### config.mk
export PLATFORM = sky130hd
export DESIGN_NAME = ovp_monitor
export DESIGN_NICKNAME = d
export VERILOG_FILES = /design/src/verilog/ovp_pkg.sv /design/src/verilog/ovp_l11_cmp.sv /design/src/verilog/ovp_monitor.sv /design/src/verilog/ovp_retry_timer.sv
export SDC_FILE = /design/constraint.sdc
export NUM_CORES = 1
export LEC_CHECK = 0
export BUFFER_PORTS_ARGS = -buffer_cell sky130_fd_sc_hd__buf_2
export CAP_MARGIN = 40
export CELL_PAD_IN_SITES_DETAIL_PLACEMENT = 0
export CELL_PAD_IN_SITES_GLOBAL_PLACEMENT = 2
export CORE_AREA = 2 2 177 179
export CTS_CLUSTER_SIZE = 40
export DETAILED_ROUTE_END_ITERATION = 16
export DIE_AREA = 0 0 179 181
export PLACE_DENSITY = 0.81
export SLEW_MARGIN = 20
export SYNTH_ARGS = -nofsm -noshare
export SYNTH_HDL_FRONTEND = slang
export SYNTH_SLANG_ARGS = --single-unit
### constraint.sdc
create_clock -name clk_i -period 6 [get_ports clk_i]
set_input_delay 0.3 -clock clk_i [delete_from_list [all_inputs] [get_ports clk_i]]
set_output_delay 0.3 -clock clk_i [all_outputs]
set_load 0.02 [all_outputs]
### src/verilog/ovp_pkg.sv
package ovp_pkg;
    // wishbone geometry: 32-bit data, one register per aligned word
    localparam int ADR_W = 10;
    localparam int IDX_W = 8;
    localparam int DAT_W = 32;
    localparam int SEL_W = 4;
    localparam int L11_W = 16;

    // register indices; byte address is four times the index
    localparam logic [IDX_W-1:0] IDX_FAULT_LIM = 8'h55;
    localparam logic [IDX_W-1:0] IDX_ACTION = 8'h56;
    localparam logic [IDX_W-1:0] IDX_WARN = 8'h57;
    localparam logic [IDX_W-1:0] IDX_STATUS = 8'h78;
    localparam logic [IDX_W-1:0] IDX_MASK = 8'h79;
    localparam logic [IDX_W-1:0] IDX_CTRL = 8'h7a;
    localparam logic [IDX_W-1:0] IDX_LIVE = 8'h7b;

    // reset values
    localparam logic [7:0] RST_ACTION = 8'h80;
    localparam logic [L11_W-1:0] RST_WARN = 16'hd360;
    localparam logic [L11_W-1:0] RST_FAULT = 16'hd380;

    // action register fields
    localparam int ACT_HI = 7;
    localparam int ACT_LO = 6;
    localparam int RTY_HI = 5;
    localparam int RTY_LO = 3;
    localparam int DLY_HI = 2;
    localparam int DLY_LO = 0;
    localparam int DLY_W = DLY_HI - DLY_LO + 1;
    localparam logic [1:0] ACT_RETRY = 2'h2;
    localparam logic [1:0] ACT_HOLD = 2'h3;
    localparam logic [2:0] RTY_NONE = 3'h0;
    localparam logic [2:0] RTY_CONT = 3'h7;

    // status / mask bits, control bits, live state bits
    localparam int SB_FLT = 0;
    localparam int SB_WRN = 1;
    localparam int SB_INP = 2;
    localparam int SB_NOA = 3;
    localparam int SB_W = 4;
    localparam logic [SB_W-1:0] RST_MASK = 4'h0;
    localparam int CB_OP = 0;
    localparam int CB_WP = 1;
    localparam int CB_CLR = 2;
    localparam int LB_W = 5;

    // linear-11 layout and fixed-point compare width
    localparam int EXP_HI = 15;
    localparam int EXP_LO = 11;
    localparam int MAN_HI = 10;
    localparam int FIX_W = 48;
    localparam int FIX_FRAC = 16;

    // retry timing
    localparam int CLK_HZ = 50_000_000;
    localparam int MS_PER_S = 1000;
    localparam int RETRY_UNIT_MS = 35;
    localparam int RETRY_UNIT_CYC = CLK_HZ / MS_PER_S * RETRY_UNIT_MS;
    localparam int CNT_W = 24;
    localparam int SYNC_W = 2;
endpackage

### src/verilog/ovp_l11_cmp.sv
`timescale 1ns/100ps
module ovp_l11_cmp (
    input wire logic clk_i,
    input wire logic rst_i,
    input wire logic ce_i,
    input wire logic [ovp_pkg::L11_W-1:0] lhs_i,
    input wire logic [ovp_pkg::L11_W-1:0] rhs_i,
    output logic gt_o
);
    import ovp_pkg::*;

    // linear-11 to signed fixed point with FIX_FRAC fraction bits
    function automatic logic signed [FIX_W-1:0] l11_fix(input logic [L11_W-1:0] w);
        logic signed [EXP_HI-EXP_LO:0] n;
        logic signed [MAN_HI:0] y;
        logic signed [FIX_W-1:0] ys;
        logic [5:0] sh;
        n = w[EXP_HI:EXP_LO];
        y = w[MAN_HI:0];
        ys = FIX_W'(y);
        sh = 6'(n + FIX_FRAC);
        return ys <<< sh;
    endfunction

    // registered so the compare does not sit in the fsm path
    always_ff @(posedge clk_i) begin
        if (rst_i) begin
            gt_o <= 1'b0;
        end else if (ce_i) begin
            gt_o <= l11_fix(lhs_i) > l11_fix(rhs_i);
        end
    end
endmodule

### src/verilog/ovp_monitor.sv
`timescale 1ns/100ps
// Contract
// code 10: shut off, then follow retry field
// code 11: off while fault, resume below warning
// fault pulls alert low, sets sticky flag
// retry 000: stay off until fault cleared
// retry 111: retry until commanded off/fault
// continuous retry starts only below warning
// attempt spacing is (code+1) times 35 ms
// warning sets summary, input, warn flags; alert
// action register resets 80h, write protected
// warning threshold is two-byte linear-11 value
// warning resets D360h, write protected
// fault above fault threshold, reset D380h
// exponent bits 15:11, mantissa bits 10:0
// reserved codes start no shutdown or restart
module ovp_monitor #(
    parameter int RETRY_UNIT_CYC = ovp_pkg::RETRY_UNIT_CYC
) (
    input wire logic clk_i,
    input wire logic rst_i,
    input wire logic ce_i,
    input wire logic wb_cyc_i,
    input wire logic wb_stb_i,
    input wire logic wb_we_i,
    input wire logic [ovp_pkg::ADR_W-1:0] wb_adr_i,
    input wire logic [ovp_pkg::SEL_W-1:0] wb_sel_i,
    input wire logic [ovp_pkg::DAT_W-1:0] wb_dat_i,
    output logic [ovp_pkg::DAT_W-1:0] wb_dat_o,
    output logic wb_ack_o,
    input wire logic [ovp_pkg::L11_W-1:0] vin_i,
    input wire logic en_pin_i,
    input wire logic bias_ok_i,
    input wire logic other_fault_i,
    output logic output_en_o,
    output logic alert_line_n_o,
    output logic alert_line_n_oe_o,
    output logic irq_o
);
    import ovp_pkg::*;

    typedef enum logic [2:0] {
        ST_ON,
        ST_LATCH,
        ST_HOLD,
        ST_RETRY,
        ST_OFF_CMD
    } ovp_state_t;

    ovp_state_t state;
    ovp_state_t next_state;

    logic [7:0] action;
    logic [L11_W-1:0] warn_lim;
    logic [L11_W-1:0] fault_lim;
    logic [SB_W-1:0] status;
    logic [SB_W-1:0] next_status;
    logic [SB_W-1:0] mask;
    logic op_on;
    logic wp;
    logic [SYNC_W-1:0] en_sync;
    logic [SYNC_W-1:0] bias_sync;
    logic fault_hi;
    logic warn_hi;
    logic tmr_idle;
    logic tmr_load;
    logic req;
    logic wr;
    logic cfg_wr;
    logic clr_cmd;
    logic [SB_W-1:0] w1c;
    logic [SB_W-1:0] set_bits;
    logic shut;
    logic [1:0] act;
    logic [2:0] rty;
    logic trip;

    // address decode against a register index
    function automatic logic hit(input logic [ADR_W-1:0] a, input logic [IDX_W-1:0] idx);
        return a[ADR_W-1:2] == idx;
    endfunction

    // byte-lane merge for the two-byte registers
    function automatic logic [L11_W-1:0] merge16(input logic [L11_W-1:0] old,
                                                 input logic [L11_W-1:0] dat,
                                                 input logic [1:0] sel);
        logic [L11_W-1:0] r;
        r = old;
        for (int i = 0; i < 2; i++) begin
            if (sel[i]) begin
                r[i*8 +: 8] = dat[i*8 +: 8];
            end
        end
        return r;
    endfunction

    // pins from outside the clock domain go through two flops
    always_ff @(posedge clk_i) begin
        if (rst_i) begin
            en_sync <= '0;
            bias_sync <= '0;
        end else if (ce_i) begin
            en_sync <= {en_sync[0], en_pin_i};
            bias_sync <= {bias_sync[0], bias_ok_i};
        end
    end

    // threshold compares; vin comes from same-clock measurement logic
    ovp_l11_cmp u_fault_cmp (
        .clk_i(clk_i),
        .rst_i(rst_i),
        .ce_i(ce_i),
        .lhs_i(vin_i),
        .rhs_i(fault_lim),
        .gt_o(fault_hi)
    );

    ovp_l11_cmp u_warn_cmp (
        .clk_i(clk_i),
        .rst_i(rst_i),
        .ce_i(ce_i),
        .lhs_i(vin_i),
        .rhs_i(warn_lim),
        .gt_o(warn_hi)
    );

    ovp_retry_timer #(
        .UNIT_CYC(RETRY_UNIT_CYC)
    ) u_retry_timer (
        .clk_i(clk_i),
        .rst_i(rst_i),
        .ce_i(ce_i),
        .load_i(tmr_load),
        .code_i(action[DLY_HI:DLY_LO]),
        .idle_o(tmr_idle)
    );

    // bus strobes; ack is held off one cycle so each request answers once
    assign req = wb_cyc_i && wb_stb_i && !wb_ack_o;
    assign wr = req && wb_we_i;
    assign cfg_wr = wr && !wp;
    assign clr_cmd = wr && hit(wb_adr_i, IDX_CTRL) && wb_sel_i[0] && wb_dat_i[CB_CLR];
    assign w1c = (wr && hit(wb_adr_i, IDX_STATUS) && wb_sel_i[0]) ? wb_dat_i[SB_W-1:0] : '0;

    // wishbone answer: one wait state, unmapped reads return zero
    always_ff @(posedge clk_i) begin
        if (rst_i) begin
            wb_ack_o <= 1'b0;
            wb_dat_o <= '0;
        end else if (ce_i) begin
            wb_ack_o <= req;
            wb_dat_o <= '0;
            if (req && !wb_we_i) begin
                if (hit(wb_adr_i, IDX_FAULT_LIM)) begin
                    wb_dat_o <= DAT_W'(fault_lim);
                end else if (hit(wb_adr_i, IDX_ACTION)) begin
                    wb_dat_o <= DAT_W'(action);
                end else if (hit(wb_adr_i, IDX_WARN)) begin
                    wb_dat_o <= DAT_W'(warn_lim);
                end else if (hit(wb_adr_i, IDX_STATUS)) begin
                    wb_dat_o <= DAT_W'(status);
                end else if (hit(wb_adr_i, IDX_MASK)) begin
                    wb_dat_o <= DAT_W'(mask);
                end else if (hit(wb_adr_i, IDX_CTRL)) begin
                    wb_dat_o <= DAT_W'({wp, op_on});
                end else if (hit(wb_adr_i, IDX_LIVE)) begin
                    wb_dat_o <= DAT_W'({bias_sync[1], en_sync[1], warn_hi, fault_hi,
                                        output_en_o});
                end
            end
        end
    end

    // protected configuration; writes are dropped while wp is set
    always_ff @(posedge clk_i) begin
        if (rst_i) begin
            action <= RST_ACTION;
            warn_lim <= RST_WARN;
            fault_lim <= RST_FAULT;
        end else if (ce_i && cfg_wr) begin
            if (hit(wb_adr_i, IDX_ACTION) && wb_sel_i[0]) begin
                action <= wb_dat_i[7:0];
            end
            if (hit(wb_adr_i, IDX_WARN)) begin
                warn_lim <= merge16(warn_lim, wb_dat_i[L11_W-1:0], wb_sel_i[1:0]);
            end
            if (hit(wb_adr_i, IDX_FAULT_LIM)) begin
                fault_lim <= merge16(fault_lim, wb_dat_i[L11_W-1:0], wb_sel_i[1:0]);
            end
        end
    end

    // control and mask; clear command is a write-only pulse
    always_ff @(posedge clk_i) begin
        if (rst_i) begin
            op_on <= 1'b1;
            wp <= 1'b0;
            mask <= RST_MASK;
        end else if (ce_i) begin
            if (wr && hit(wb_adr_i, IDX_CTRL) && wb_sel_i[0]) begin
                op_on <= wb_dat_i[CB_OP];
                wp <= wb_dat_i[CB_WP];
            end
            if (wr && hit(wb_adr_i, IDX_MASK) && wb_sel_i[0]) begin
                mask <= wb_dat_i[SB_W-1:0];
            end
        end
    end

    // sticky flags: a set in the same cycle as a clear wins
    always_comb begin
        set_bits = '0;
        set_bits[SB_FLT] = fault_hi;
        set_bits[SB_WRN] = warn_hi;
        set_bits[SB_INP] = warn_hi || fault_hi;
        set_bits[SB_NOA] = warn_hi;
        next_status = status & ~w1c;
        if (clr_cmd) begin
            next_status = '0;
        end
        next_status = next_status | set_bits;
    end

    // alert pin is open drain: enable pulls it low while any flag stands
    always_ff @(posedge clk_i) begin
        if (rst_i) begin
            status <= '0;
            alert_line_n_oe_o <= 1'b0;
            irq_o <= 1'b0;
        end else if (ce_i) begin
            status <= next_status;
            alert_line_n_oe_o <= |next_status;
            irq_o <= |(next_status & mask);
        end
    end
    assign alert_line_n_o = 1'b0;

    // response decode; reserved codes never trip the output
    assign act = action[ACT_HI:ACT_LO];
    assign rty = action[RTY_HI:RTY_LO];
    assign shut = !(op_on && en_sync[1] && bias_sync[1]) || other_fault_i;
    assign trip = fault_hi && (act == ACT_HOLD ||
                  (act == ACT_RETRY && (rty == RTY_NONE || rty == RTY_CONT)));
    assign tmr_load = (state == ST_ON) && (next_state == ST_RETRY);

    // output sequencer
    always_comb begin
        next_state = state;
        unique case (state)
            ST_ON: begin
                if (shut) begin
                    next_state = ST_OFF_CMD;
                end else if (trip) begin
                    if (act == ACT_HOLD) begin
                        next_state = ST_HOLD;
                    end else if (rty == RTY_NONE) begin
                        next_state = ST_LATCH;
                    end else begin
                        next_state = ST_RETRY;
                    end
                end
            end
            ST_LATCH: begin
                // stays off across commands until the host clears the fault
                if (clr_cmd && !fault_hi) begin
                    next_state = ST_ON;
                end
            end
            ST_HOLD: begin
                if (shut) begin
                    next_state = ST_OFF_CMD;
                end else if (!warn_hi) begin
                    next_state = ST_ON;
                end
            end
            ST_RETRY: begin
                if (shut) begin
                    next_state = ST_OFF_CMD;
                end else if (tmr_idle && !warn_hi) begin
                    next_state = ST_ON;
                end
            end
            ST_OFF_CMD: begin
                if (!shut) begin
                    next_state = ST_ON;
                end
            end
        endcase
    end

    // state and output enable share the same edge
    always_ff @(posedge clk_i) begin
        if (rst_i) begin
            state <= ST_OFF_CMD;
            output_en_o <= 1'b0;
        end else if (ce_i) begin
            state <= next_state;
            output_en_o <= (next_state == ST_ON);
        end
    end
endmodule

### src/verilog/ovp_retry_timer.sv
`timescale 1ns/100ps
module ovp_retry_timer #(
    parameter int UNIT_CYC = ovp_pkg::RETRY_UNIT_CYC
) (
    input wire logic clk_i,
    input wire logic rst_i,
    input wire logic ce_i,
    input wire logic load_i,
    input wire logic [ovp_pkg::DLY_W-1:0] code_i,
    output logic idle_o
);
    import ovp_pkg::*;

    logic [CNT_W-1:0] cnt;
    logic [31:0] span;
    logic [CNT_W-1:0] span_c;

    // (code + 1) units between attempt starts
    assign span = (32'(code_i) + 32'h1) * 32'(UNIT_CYC);
    assign span_c = span[CNT_W-1:0];
    assign idle_o = (cnt == '0);

    // down counter; a load restarts it even while running
    always_ff @(posedge clk_i) begin
        if (rst_i) begin
            cnt <= '0;
        end else if (ce_i) begin
            if (load_i) begin
                cnt <= span_c;
            end else if (cnt != '0) begin
                cnt <= cnt - 1'b1;
            end
        end
    end
endmodule
==> results by group, run 1 <==
Detailed routing
  – Routed WL: between 30000 and 40000 um
  – Iteration-0 DRC Markers: between 800 and 900
  – Met2 routed WL: between 15000 and 20000 um
  – Routed vias/inst: ~5.6
  – Drt pass-1 iters: 5
  – Routed wire length per instance: about 18 um
  – DRC: 0
  – Metal-1 WL: approximately 16000 um
  – Vias: approximately 11000
  – Met3 wire len: 1370 um
  – Post-DRT Antenna Nets: 0
  – Max Used Layer: met4

Timing
  – Fmax: 0.196 GHz
  – Final TNS setup: 0 ns
  – Post-layout min period: just over 5 ns
  – # setup viols final: 0
  – Max Slew Vio Count: 0
  – Hold Violations, Final: 0
  – Max Clock Skew: around 0.012 ns
  – Slew HR: between 40% and 50%
  – Worst slew pin tran: between 0.8 and 0.9 ns
  – RSZ-0062 raised after global routing: no
  – Final Cycle Share: a little under nine tenths

Worst setup path
  – Worst reg2reg startpoint: action[1]
  – CP Max Fanout: 6
  – Critical Path End Type: flop
  – FF-to-FF setup slack: just under 0.9 ns
  – WP buf/inv: 1
  – Crit path to: u_retry_timer.cnt[20]
  – Critical path's top delay family: compound AO/OA/AOI/OAI gates
  – CP peak stage delay: roughly 0.65 ns
  – Slowest-stage cell, CP: fa_1
  – WS Path Type: reg -> reg
  – Worst EP required: 6.25 ns
  – Worst path cell trace: ha_1 > xor2_1 > inv_1 > fa_1 > fa_1 > ha_1 > nor2b_1 > o2111a_1 > o311ai_0 > o21ai_0 > o311a_1 > o211a_1 > a2111oi_1
  – Worst Reg-to-Reg Cells: 13
  – Critical path origin: action[1]
  – Critical path startpoint category: flop
  – Worst R2R End: u_retry_timer.cnt[20]
  – Arrival time worst endpoint: 5.36 ns
  – WP depth: 13

Finish
  – Proportion of layout cells with a drive suffix above 1: 10.4%
  – Non-Filler Instances: about 1900
  – # diodes: 0
  – Layout area overhead: 8.35%
  – # nets final: 1665

Floorplan
  – Die height: between 150 and 200 um
  – Row count: between 60 and 70
  – Die area: 32400 um^2
  – Core Footprint: 30300 um^2
  – Effective utilization at floorplan: 35.9%
  – IO Count: about 110
  – Die X: approximately 180 um

Power
  – Cell Pwr Density: 189 nW/um^2
  – Worst vdd ir: about 180 uV
  – Final Power: between 0.002 and 0.0025 W
  – Leakage: 4.96 nW

GRT
  – Largest net degree at the start of global routing: 69
  – GR Overflow Total: 0
  – Vias in the first global route: ~10000
  – Initial antenna violation count: 0
  – Gr usage total: a little over a fifth
  – First-pass GRT wire length: about 55000 um

Synth
  – Yosys top cell by area: dfxtp_1
  – Synth area leaders: dfxtp_1 19%, ha_1 13%, mux2i_1 8.7%, nor2_1 5.7%, nand2_1 5.6%
  – Mapped Cells: 1453
  – Synth cell types: 73
  – Post-synth top area share: a little under a fifth
  – Warnings from Yosys: 0
  – Sequential share of the synthesized area: about a fifth
  – Asr flop ratio synth: 0%
  – Post-Syn Area: around 11000 um^2
  – Number of synthesized register bits: ~100
  – Synth Flop Type: dfxtp_1
  – EDFF count, synth: 0
  – Mean Syn Cell Area: 7.49 um^2

Outcome
  – Outcome: finished, final reports clean

Clock network
  – CTS root buffer: clkbuf_16
  – Hold_buf cts: 0
  – Longest Clk Path Bufs: 2
  – Later-pin clock latency in the skew report: ~0.36 ns
  – Setup bufs post-CTS: 0
  – Clock slew at reported path FFs: ~0.08 ns
  – Post-cts sizing count: 0
  – CTS Sinks: roughly 100
  – Clock buffer count from CTS: 9
  – CTS H-tree lvls: 3
  – CTS tree: yes

Place
  – # port buffers: 70
  – DP HPWL: approximately 27000 um
  – Cells after DPL: approximately 1900
  – Gpl congestion: roughly 0.9

Job
  – Total of max-cap violations: 0

Hold path
  – HP Class: in -> reg
routing by layer:
metal | track usage, % | up-vias
met5 | 0 | -
met4 | 5.30 | 0
met3 | 1.96 | 35
met2 | 34.9 | 238
met1 | 29.7 | 4943
li1 | - | 5310
synth_stat cells (4+ instances only):
| cell | instances |
|---|---|
| mux4_2 | 8 |
| buf_4 | 17 |
| clkbuf_1 | 62 |
| nand2_1 | 161 |
| a2bb2oi_1 | 6 |
| xnor2_1 | 10 |
| mux2i_1 | 95 |
| o21ai_0 | 100 |
| or4_1 | 7 |
| a21oi_1 | 96 |
| nor2_1 | 166 |
| nor4_1 | 11 |
| o31a_1 | 4 |
| a21boi_0 | 16 |
| fa_1 | 8 |
| nor2b_1 | 13 |
| or2_2 | 12 |
| o21ai_1 | 11 |
| xor2_1 | 10 |
| o211ai_1 | 14 |
| buf_6 | 4 |
| o21bai_1 | 4 |
| inv_1 | 46 |
| nand3b_1 | 5 |
| a31oi_1 | 20 |
| a22oi_1 | 27 |
| a211oi_1 | 19 |
| nand4_1 | 23 |
| a21o_1 | 45 |
| and2_1 | 11 |
| dfxtp_1 | 103 |
| nand2b_1 | 18 |
| or3_1 | 10 |
| mux2_2 | 12 |
| clkinv_1 | 4 |
| buf_1 | 10 |
| nor3_1 | 39 |
| o21a_1 | 12 |
| buf_2 | 4 |
| a32oi_1 | 4 |
| and3_1 | 7 |
| o22ai_1 | 15 |
| nor3_2 | 4 |
| ha_1 | 115 |
| nand3_1 | 22 |
placed cells by master (no fill, tap or decap), drive strengths merged, types with 12 or more instances in the layout:
cell,count
nor2,166
nand2,161
ha,115
o21ai,112
dfxtp,103
a21oi,97
mux2i,95
buf,88
inv,51
a21o,45
nor3,43
a22oi,27
nand4,23
nand3,22
a31oi,20
a211oi,19
nand2b,18
conb,17
a21boi,16
o22ai,15
o211ai,14
nor2b,13
mux2,12
o21a,12
or2,12
final cells by class:
cell class / instances / area [um^2]
clock buffers: 9 / 225
clock inverters: 7 / 66.3
fillers: 3230 / 18600
inverters: 51 / 191
multi-input cells: 1218 / 8230
flip-flops and latches: 103 / 2060
well taps: 396 / 495
repair buffers: 88 / 518
sequential cells by signal (all words and copies together), names as in the netlist, 2 cells and up:
| name | count |
|---|---|
| fault_lim | 16 |
| mask | 4 |
| u_retry_timer.cnt | 24 |
| bias_sync | 2 |
| wb_dat_o | 16 |
| status | 4 |
| en_sync | 2 |
| state | 3 |
| warn_lim | 16 |
| action | 8 |
how the worst min path moves through the flow:
stage | startpoint | to | cells past startpoint
2_1_floorplan | wb_dat_i[12] | warn_lim[12] | 2
3_3_place_gp | u_retry_timer.cnt[13] | u_retry_timer.cnt[13] | 2
3_5_place_dp | u_retry_timer.cnt[13] | u_retry_timer.cnt[13] | 2
4_1_cts | rst_i | u_retry_timer.cnt[11] | 2
5_1_grt | rst_i | u_retry_timer.cnt[11] | 2
6_report | rst_i | u_retry_timer.cnt[11] | 2
per-stage QoR:
step	utilization, %	cell area, um^2	hold slack, ns	worst slack, ns
floorplan	-	10900	0.428	1.40
global placement	37.6	11400	0.443	1.04
detailed placement	37.8	11500	0.444	0.950
CTS	38.8	11800	0.160	0.907
global route	38.9	11800	0.175	0.558
finish	38.9	11800	0.165	0.893
kinds of logic after synthesis:
group / after synthesis / synth area share (%)
mux: 115 / 11.6
buf+inv: 148 / 6.01
flops: 103 / 18.9
fa+ha+maj: 123 / 14.7
compound gates: 428 / 25.2
xor+xnor: 20 / 1.61
other cells: 1 / 0.0345
simple gates: 515 / 21.9
power breakdown:
part / internal (W) / switching, W
clock: 0.000293 / 0.000303
combinational: 0.000331 / 0.000508
sequential: 0.000736 / 0.0000605
total: 0.00136 / 0.000872
Power figures use the tool's default switching activity.
==> run 2, diff against run 1 <==
--- a/config.mk
+++ b/config.mk
@@ -6,8 +6,8 @@
 export NUM_CORES = 1
 export LEC_CHECK = 0
 export BUFFER_PORTS_ARGS = -buffer_cell sky130_fd_sc_hd__buf_2
-export CAP_MARGIN = 40
-export CELL_PAD_IN_SITES_DETAIL_PLACEMENT = 0
+export CAP_MARGIN = 15
+export CELL_PAD_IN_SITES_DETAIL_PLACEMENT = 1
 export CELL_PAD_IN_SITES_GLOBAL_PLACEMENT = 2
 export CORE_AREA = 2 2 177 179
 export CTS_CLUSTER_SIZE = 40
==> run 2 against run 1 <==
Flip-flop and latch count stayed put. Die area stayed put. Non-clock buffer count is 9 lower. Critical path depth stayed put. Critical endpoint unchanged. Setup slack better by 0.033 ns.
==> results by group, run 2 (same netlist as run 1, synthesis figures left out) <==
Worst setup path
  – Critical Path End Type: flop
  – WP buf/inv: 1
  – Critical path's top delay family: compound AO/OA/AOI/OAI gates
  – Worst path cell trace: ha_1 > xor2_1 > inv_1 > fa_1 > fa_1 > ha_1 > nor2b_1 > o2111a_1 > o311ai_0 > o21ai_0 > o311a_1 > o211a_1 > a2111oi_1
  – Worst EP required: 6.25 ns
  – Critical path startpoint category: flop
  – FF-to-FF setup slack: about 0.93 ns
  – CP peak stage delay: between 0.6 and 0.7 ns
  – Arrival time worst endpoint: about 5.3 ns
  – CP Max Fanout: 6
  – Worst Reg-to-Reg Cells: 13
  – Slowest-stage cell, CP: fa_1
  – WP depth: 13
  – WS Path Type: reg -> reg

Power
  – Worst vdd ir: 140 uV
  – Clock network fraction of total power: a little over a quarter
  – Sequential share of power: approximately 36%
  – Cell Pwr Density: between 150 and 200 nW/um^2
  – Leakage: between 4 and 5 nW
  – Psw: 0.000890 W
  – Internal: approximately 0.0014 W
  – Sw Share: 39.6%
  – Combinational Power Share: 37.8%

Clock network
  – Setup bufs post-CTS: 0
  – Post-cts sizing count: 0
  – CTS root buffer: clkbuf_16
  – CTS tree: yes
  – Hold_buf cts: 0
  – CTS H-tree lvls: 3
  – Later-pin clock latency in the skew report: around 0.36 ns
  – CTS Sinks: 103
  – Longest Clk Path Bufs: 2
  – Clock buffer count from CTS: 9
  – Clock slew at reported path FFs: around 0.080 ns

Floorplan
  – Effective utilization at floorplan: 35.9%
  – Die X: between 150 and 200 um
  – IO Count: approximately 110
  – Row count: 64
  – Die area: ~32000 um^2
  – Core Footprint: just over 30000 um^2
  – Die height: approximately 180 um

Finish
  – # diodes: 0
  – Max FFs per register: 24
  – # nets final: 1656
  – Largest Register: u_retry_timer.cnt
  – Proportion of layout cells with a drive suffix above 1: under 10%
  – Layout area overhead: 7.50%
  – Most common cell after layout, fill and taps aside: nor2_1
  – Most frequent cells in the layout: 166 x nor2_1, 161 x nand2_1, 115 x ha_1

GRT
  – Initial antenna violation count: 0
  – Vias in the first global route: between 10000 and 15000
  – First-pass GRT wire length: just under 60000 um
  – Gr usage total: a little under a quarter
  – GR Overflow Total: 0
  – Largest net degree at the start of global routing: just under 80

Place
  – Placement Setup Slack: 0.918 ns
  – # port buffers: 70
  – DP HPWL: about 29000 um
  – Gpl congestion: roughly 0.9

Detailed routing
  – Routed wire length per instance: between 15 and 20 um
  – Iteration-0 DRC Markers: a little over 500
  – Routed vias/inst: ~5.7
  – DRC: 0
  – Post-DRT Antenna Nets: 0
  – Routed WL: 36600 um
  – Vias: approximately 11000
  – Drt pass-1 iters: 5

Outcome
  – Outcome: finished, final reports clean

Hold path
  – Worst hold path cell count: 2
  – HP Class: in -> reg

Timing
  – RSZ-0062 raised after global routing: no
  – Final Cycle Share: between 80% and 90%
  – Max Slew Vio Count: 0
  – Hold Violations, Final: 0
  – Final TNS setup: 0 ns
  – # setup viols final: 0
  – Fmax: 0.197 GHz
  – Post-layout min period: 5.07 ns
  – Setup ws final: between 0.9 and 1 ns
  – Max Clock Skew: between 0.007 and 0.008 ns
  – Worst slew pin tran: 1.02 ns
  – Slew HR: between 30% and 40%

Job
  – Total of max-cap violations: 0
==> run 2: cell types whose count changed in the layout (fill, tap and decap cells not counted), sizes merged <==
cell	delta
clkinv	+1
buf	-9
inv	-1
==> run 2: worst paths after layout <==
check | startpoint | endpoint
worst max-delay path | action[1] | u_retry_timer.cnt[20]
worst min-delay path | rst_i | u_retry_timer.cnt[11]
worst max register to register | action[1] | u_retry_timer.cnt[20]
worst min register to register | u_retry_timer.cnt[13] | u_retry_timer.cnt[13]
==> run 2: through the flow <==
stage | area (um^2) | power (W) | cells | util (%) | hold WS, ns
after global routing | 11700 | 0.00241 | 1863 | 38.5 | 0.169
after detailed placement | 11400 | 0.00166 | 1847 | 37.6 | 0.449
after floorplan | 10900 | 0.00144 | 1469 | - | 0.428
after global placement | 11400 | 0.00163 | 1847 | 37.6 | 0.443
after CTS | 11700 | 0.00226 | 1863 | 38.5 | 0.160
final | 11700 | 0.00225 | 1863 | 38.5 | 0.168
==> run 2: layout make-up <==
class | instances | area [um^2]
clock buffers | 9 | 225
clock inverters | 7 | 66.3
fillers | 3829 | 18700
inverters | 51 | 191
multi-input cells | 1218 | 8240
flip-flops and latches | 103 | 2060
well taps | 396 | 495
repair buffers | 79 | 420
==> run 2: per-layer routing <==
metal	GRT usage [%]	wire, um
met5	0	0
met2	38.3	17500
met4	6.08	775
met1	30.7	17200
met3	2.23	1150
==> run 2: power groups by stage <==
stage                     Sequential, W  Combinational, W  Clock [W]
after floorplan                0.000793          0.000647          0
after global placement         0.000810          0.000824          0
after detailed placement       0.000812          0.000845          0
after CTS                      0.000797          0.000851   0.000610
after global routing           0.000807          0.000973   0.000632
final                          0.000799          0.000851   0.000599
==> run 3, diff against run 2 <==
--- a/config.mk
+++ b/config.mk
@@ -9,11 +9,11 @@
 export CAP_MARGIN = 15
 export CELL_PAD_IN_SITES_DETAIL_PLACEMENT = 1
 export CELL_PAD_IN_SITES_GLOBAL_PLACEMENT = 2
-export CORE_AREA = 2 2 177 179
+export CORE_AREA = 2 2 188 190
 export CTS_CLUSTER_SIZE = 40
 export DETAILED_ROUTE_END_ITERATION = 16
-export DIE_AREA = 0 0 179 181
-export PLACE_DENSITY = 0.81
+export DIE_AREA = 0 0 190 192
+export PLACE_DENSITY = 0.76
 export SLEW_MARGIN = 20
 export SYNTH_ARGS = -nofsm -noshare
 export SYNTH_HDL_FRONTEND = slang
==> constraint.sdc (replaced) <==
create_clock -name clk_i -period 4.14 [get_ports clk_i]
set_input_delay 0.207 -clock clk_i [delete_from_list [all_inputs] [get_ports clk_i]]
set_output_delay 0.207 -clock clk_i [all_outputs]
set_load 0.02 [all_outputs]
==> run 3 against run 2 <==
Utilization shrank 2.2 points. First-iteration DRC count is 20% higher. Flip-flop and latch count unchanged. Cell area rose by 6.4%. Final cell count rose by 6.5%. Setup slack lost 0.82 ns. Highest routed layer unchanged.
==> results by group, run 3 (same netlist as run 1, synthesis figures left out) <==
Outcome
  – Outcome: finished, final reports clean

Power
  – Cell Pwr Density: 266 nW/um^2
  – Leakage: between 5 and 6 nW
  – Worst vdd ir: between 200 and 250 uV

Timing
  – Setup ws final: 0.102 ns
  – Max Slew Vio Count: 0
  – Final Cycle Share: a little over nine tenths
  – # setup viols final: 0
  – Worst slew pin tran: approximately 0.98 ns
  – Fmax: approximately 0.25 GHz
  – Slew HR: 34.5%
  – Post-layout min period: just over 4 ns
  – Max Clock Skew: about 0.012 ns
  – Hold Violations, Final: 0

Finish
  – Layout area overhead: 14.4%
  – Largest Register: u_retry_timer.cnt
  – Most frequent cells in the layout: 166 x nor2_1, 161 x nand2_1, 110 x ha_1
  – Max FFs per register: 24
  – # nets final: ~1700
  – Proportion of layout cells with a drive suffix above 1: around 16%
  – # diodes: 0
  – Final Instance Area: ~12000 um^2
  – Most common cell after layout, fill and taps aside: nor2_1
  – Layout Utilization: roughly 36%

Floorplan
  – Effective utilization at floorplan: 31.7%
  – Core Footprint: around 34000 um^2
  – Die height: between 150 and 200 um
  – Die area: ~36000 um^2
  – IO Count: around 110
  – Die X: between 150 and 200 um
  – Row count: slightly below 70

GRT
  – Largest net degree at the start of global routing: 69
  – First-pass GRT wire length: ~62000 um
  – Gr usage total: 21.4%
  – Initial antenna violation count: 0
  – Vias in the first global route: about 11000
  – GR Overflow Total: 0

Worst setup path
  – Worst path cell trace: buf_6 > and3_4 > inv_2 > fa_2 > inv_1 > fa_2 > inv_2 > ha_4 > a211oi_4 > o211ai_1 > nand2_1 > o21ai_1 > o41ai_2 > buf_4 > xnor2_1 > a221oi_2 > nor3_2
  – Slowest-stage cell, CP: fa_2
  – CP Max Fanout: 5
  – CP peak stage delay: between 0.6 and 0.7 ns
  – Critical path startpoint category: flop
  – Worst EP required: approximately 4.4 ns
  – Critical path's top delay family: adder cells
  – Arrival time worst endpoint: approximately 4.3 ns
  – FF-to-FF setup slack: 0.10 ns
  – WS Path Type: reg -> reg
  – Critical Path End Type: flop
  – WP buf/inv: 5

Detailed routing
  – Routed vias/inst: 5.55
  – DRC: 0
  – Drt pass-1 iters: 5
  – Routed WL: 39000 um
  – Iteration-0 DRC Markers: between 600 and 700
  – Post-DRT Antenna Nets: 0
  – Routed wire length per instance: 19.7 um
  – Vias: ~11000

Clock network
  – CTS tree: yes
  – CTS Sinks: around 100
  – CTS root buffer: clkbuf_16
  – Hold_buf cts: 0
  – Clock slew at reported path FFs: 0.09 ns
  – Later-pin clock latency in the skew report: ~0.36 ns
  – CTS H-tree lvls: 3
  – Clock buffer count from CTS: 9
  – Longest Clk Path Bufs: 2

Place
  – Placement Setup Slack: -0.161 ns
  – # port buffers: 70
  – Area post-placement: 11900 um^2
  – DP HPWL: 31000 um
  – Gpl congestion: 0.877

Job
  – Total of max-cap violations: 0

Hold path
  – HP Class: in -> reg
-- run 3: tightest hold or removal path, stage by stage --
cell,delay (ns)
buf_2,0.09
mux2i_1,0.06
nand2_1,0.06
-- run 3: cell type report --
cell class                      count  area [um^2]
Sequential cell                   103         2070
Inverter                           51          191
Multi-Input combinational cell   1218         8410
Timing Repair Buffer              141          893
Tap cell                          455          569
Fill cell                        4249        21800
Clock inverter                      7         91.3
Clock buffer                        9          225
-- run 3: where the power goes --
| group | internal, W | leakage (nW) | total [W] | switching (W) |
|---|---|---|---|---|
| Sequential | 0.00107 | 0.837 | 0.00116 | 0.0000899 |
| Clock | 0.000434 | 0.151 | 0.000887 | 0.000453 |
| Combinational | 0.000490 | 4.25 | 0.00127 | 0.000784 |
| Total | 0.00199 | 5.23 | 0.00332 | 0.00133 |
-- run 3: layer usage --
layer	GRT usage (%)	wire, um	vias up
li1	-	-	5408
met1	27.8	18200	5385
met2	37.3	18900	170
met3	2.74	1280	41
met4	5.61	729	0
met5	0	0	-
-- run 3: through the flow --
stage | setup TNS [ns] | hold WS, ns | power, W | std cells
finish | 0 | 0.0761 | 0.00332 | 1984
global route | -0.103 | 0.0714 | 0.00356 | 1984
CTS | 0 | 0.0531 | 0.00333 | 1978
detailed placement | -0.385 | 0.451 | 0.00243 | 1955
global placement | -0.0506 | 0.442 | 0.00240 | 1955
floorplan | -0.0874 | 0.335 | 0.00209 | 1469
-- run 3: repair_timing --
item / CTS / global route
setup buffers: 7 / 6
setup endpoints to repair: 6 / 8
gates resized for setup: 7 / 31
pin swaps: 3 / 21
-- run 3: final timing paths --
path	start	end	cells after the start
worst max-delay path	action[1]	u_retry_timer.cnt[19]	17
worst min-delay path	wb_dat_i[8]	warn_lim[8]	3
worst max register to register	action[1]	u_retry_timer.cnt[19]	17
worst min register to register	u_retry_timer.cnt[13]	u_retry_timer.cnt[13]	2
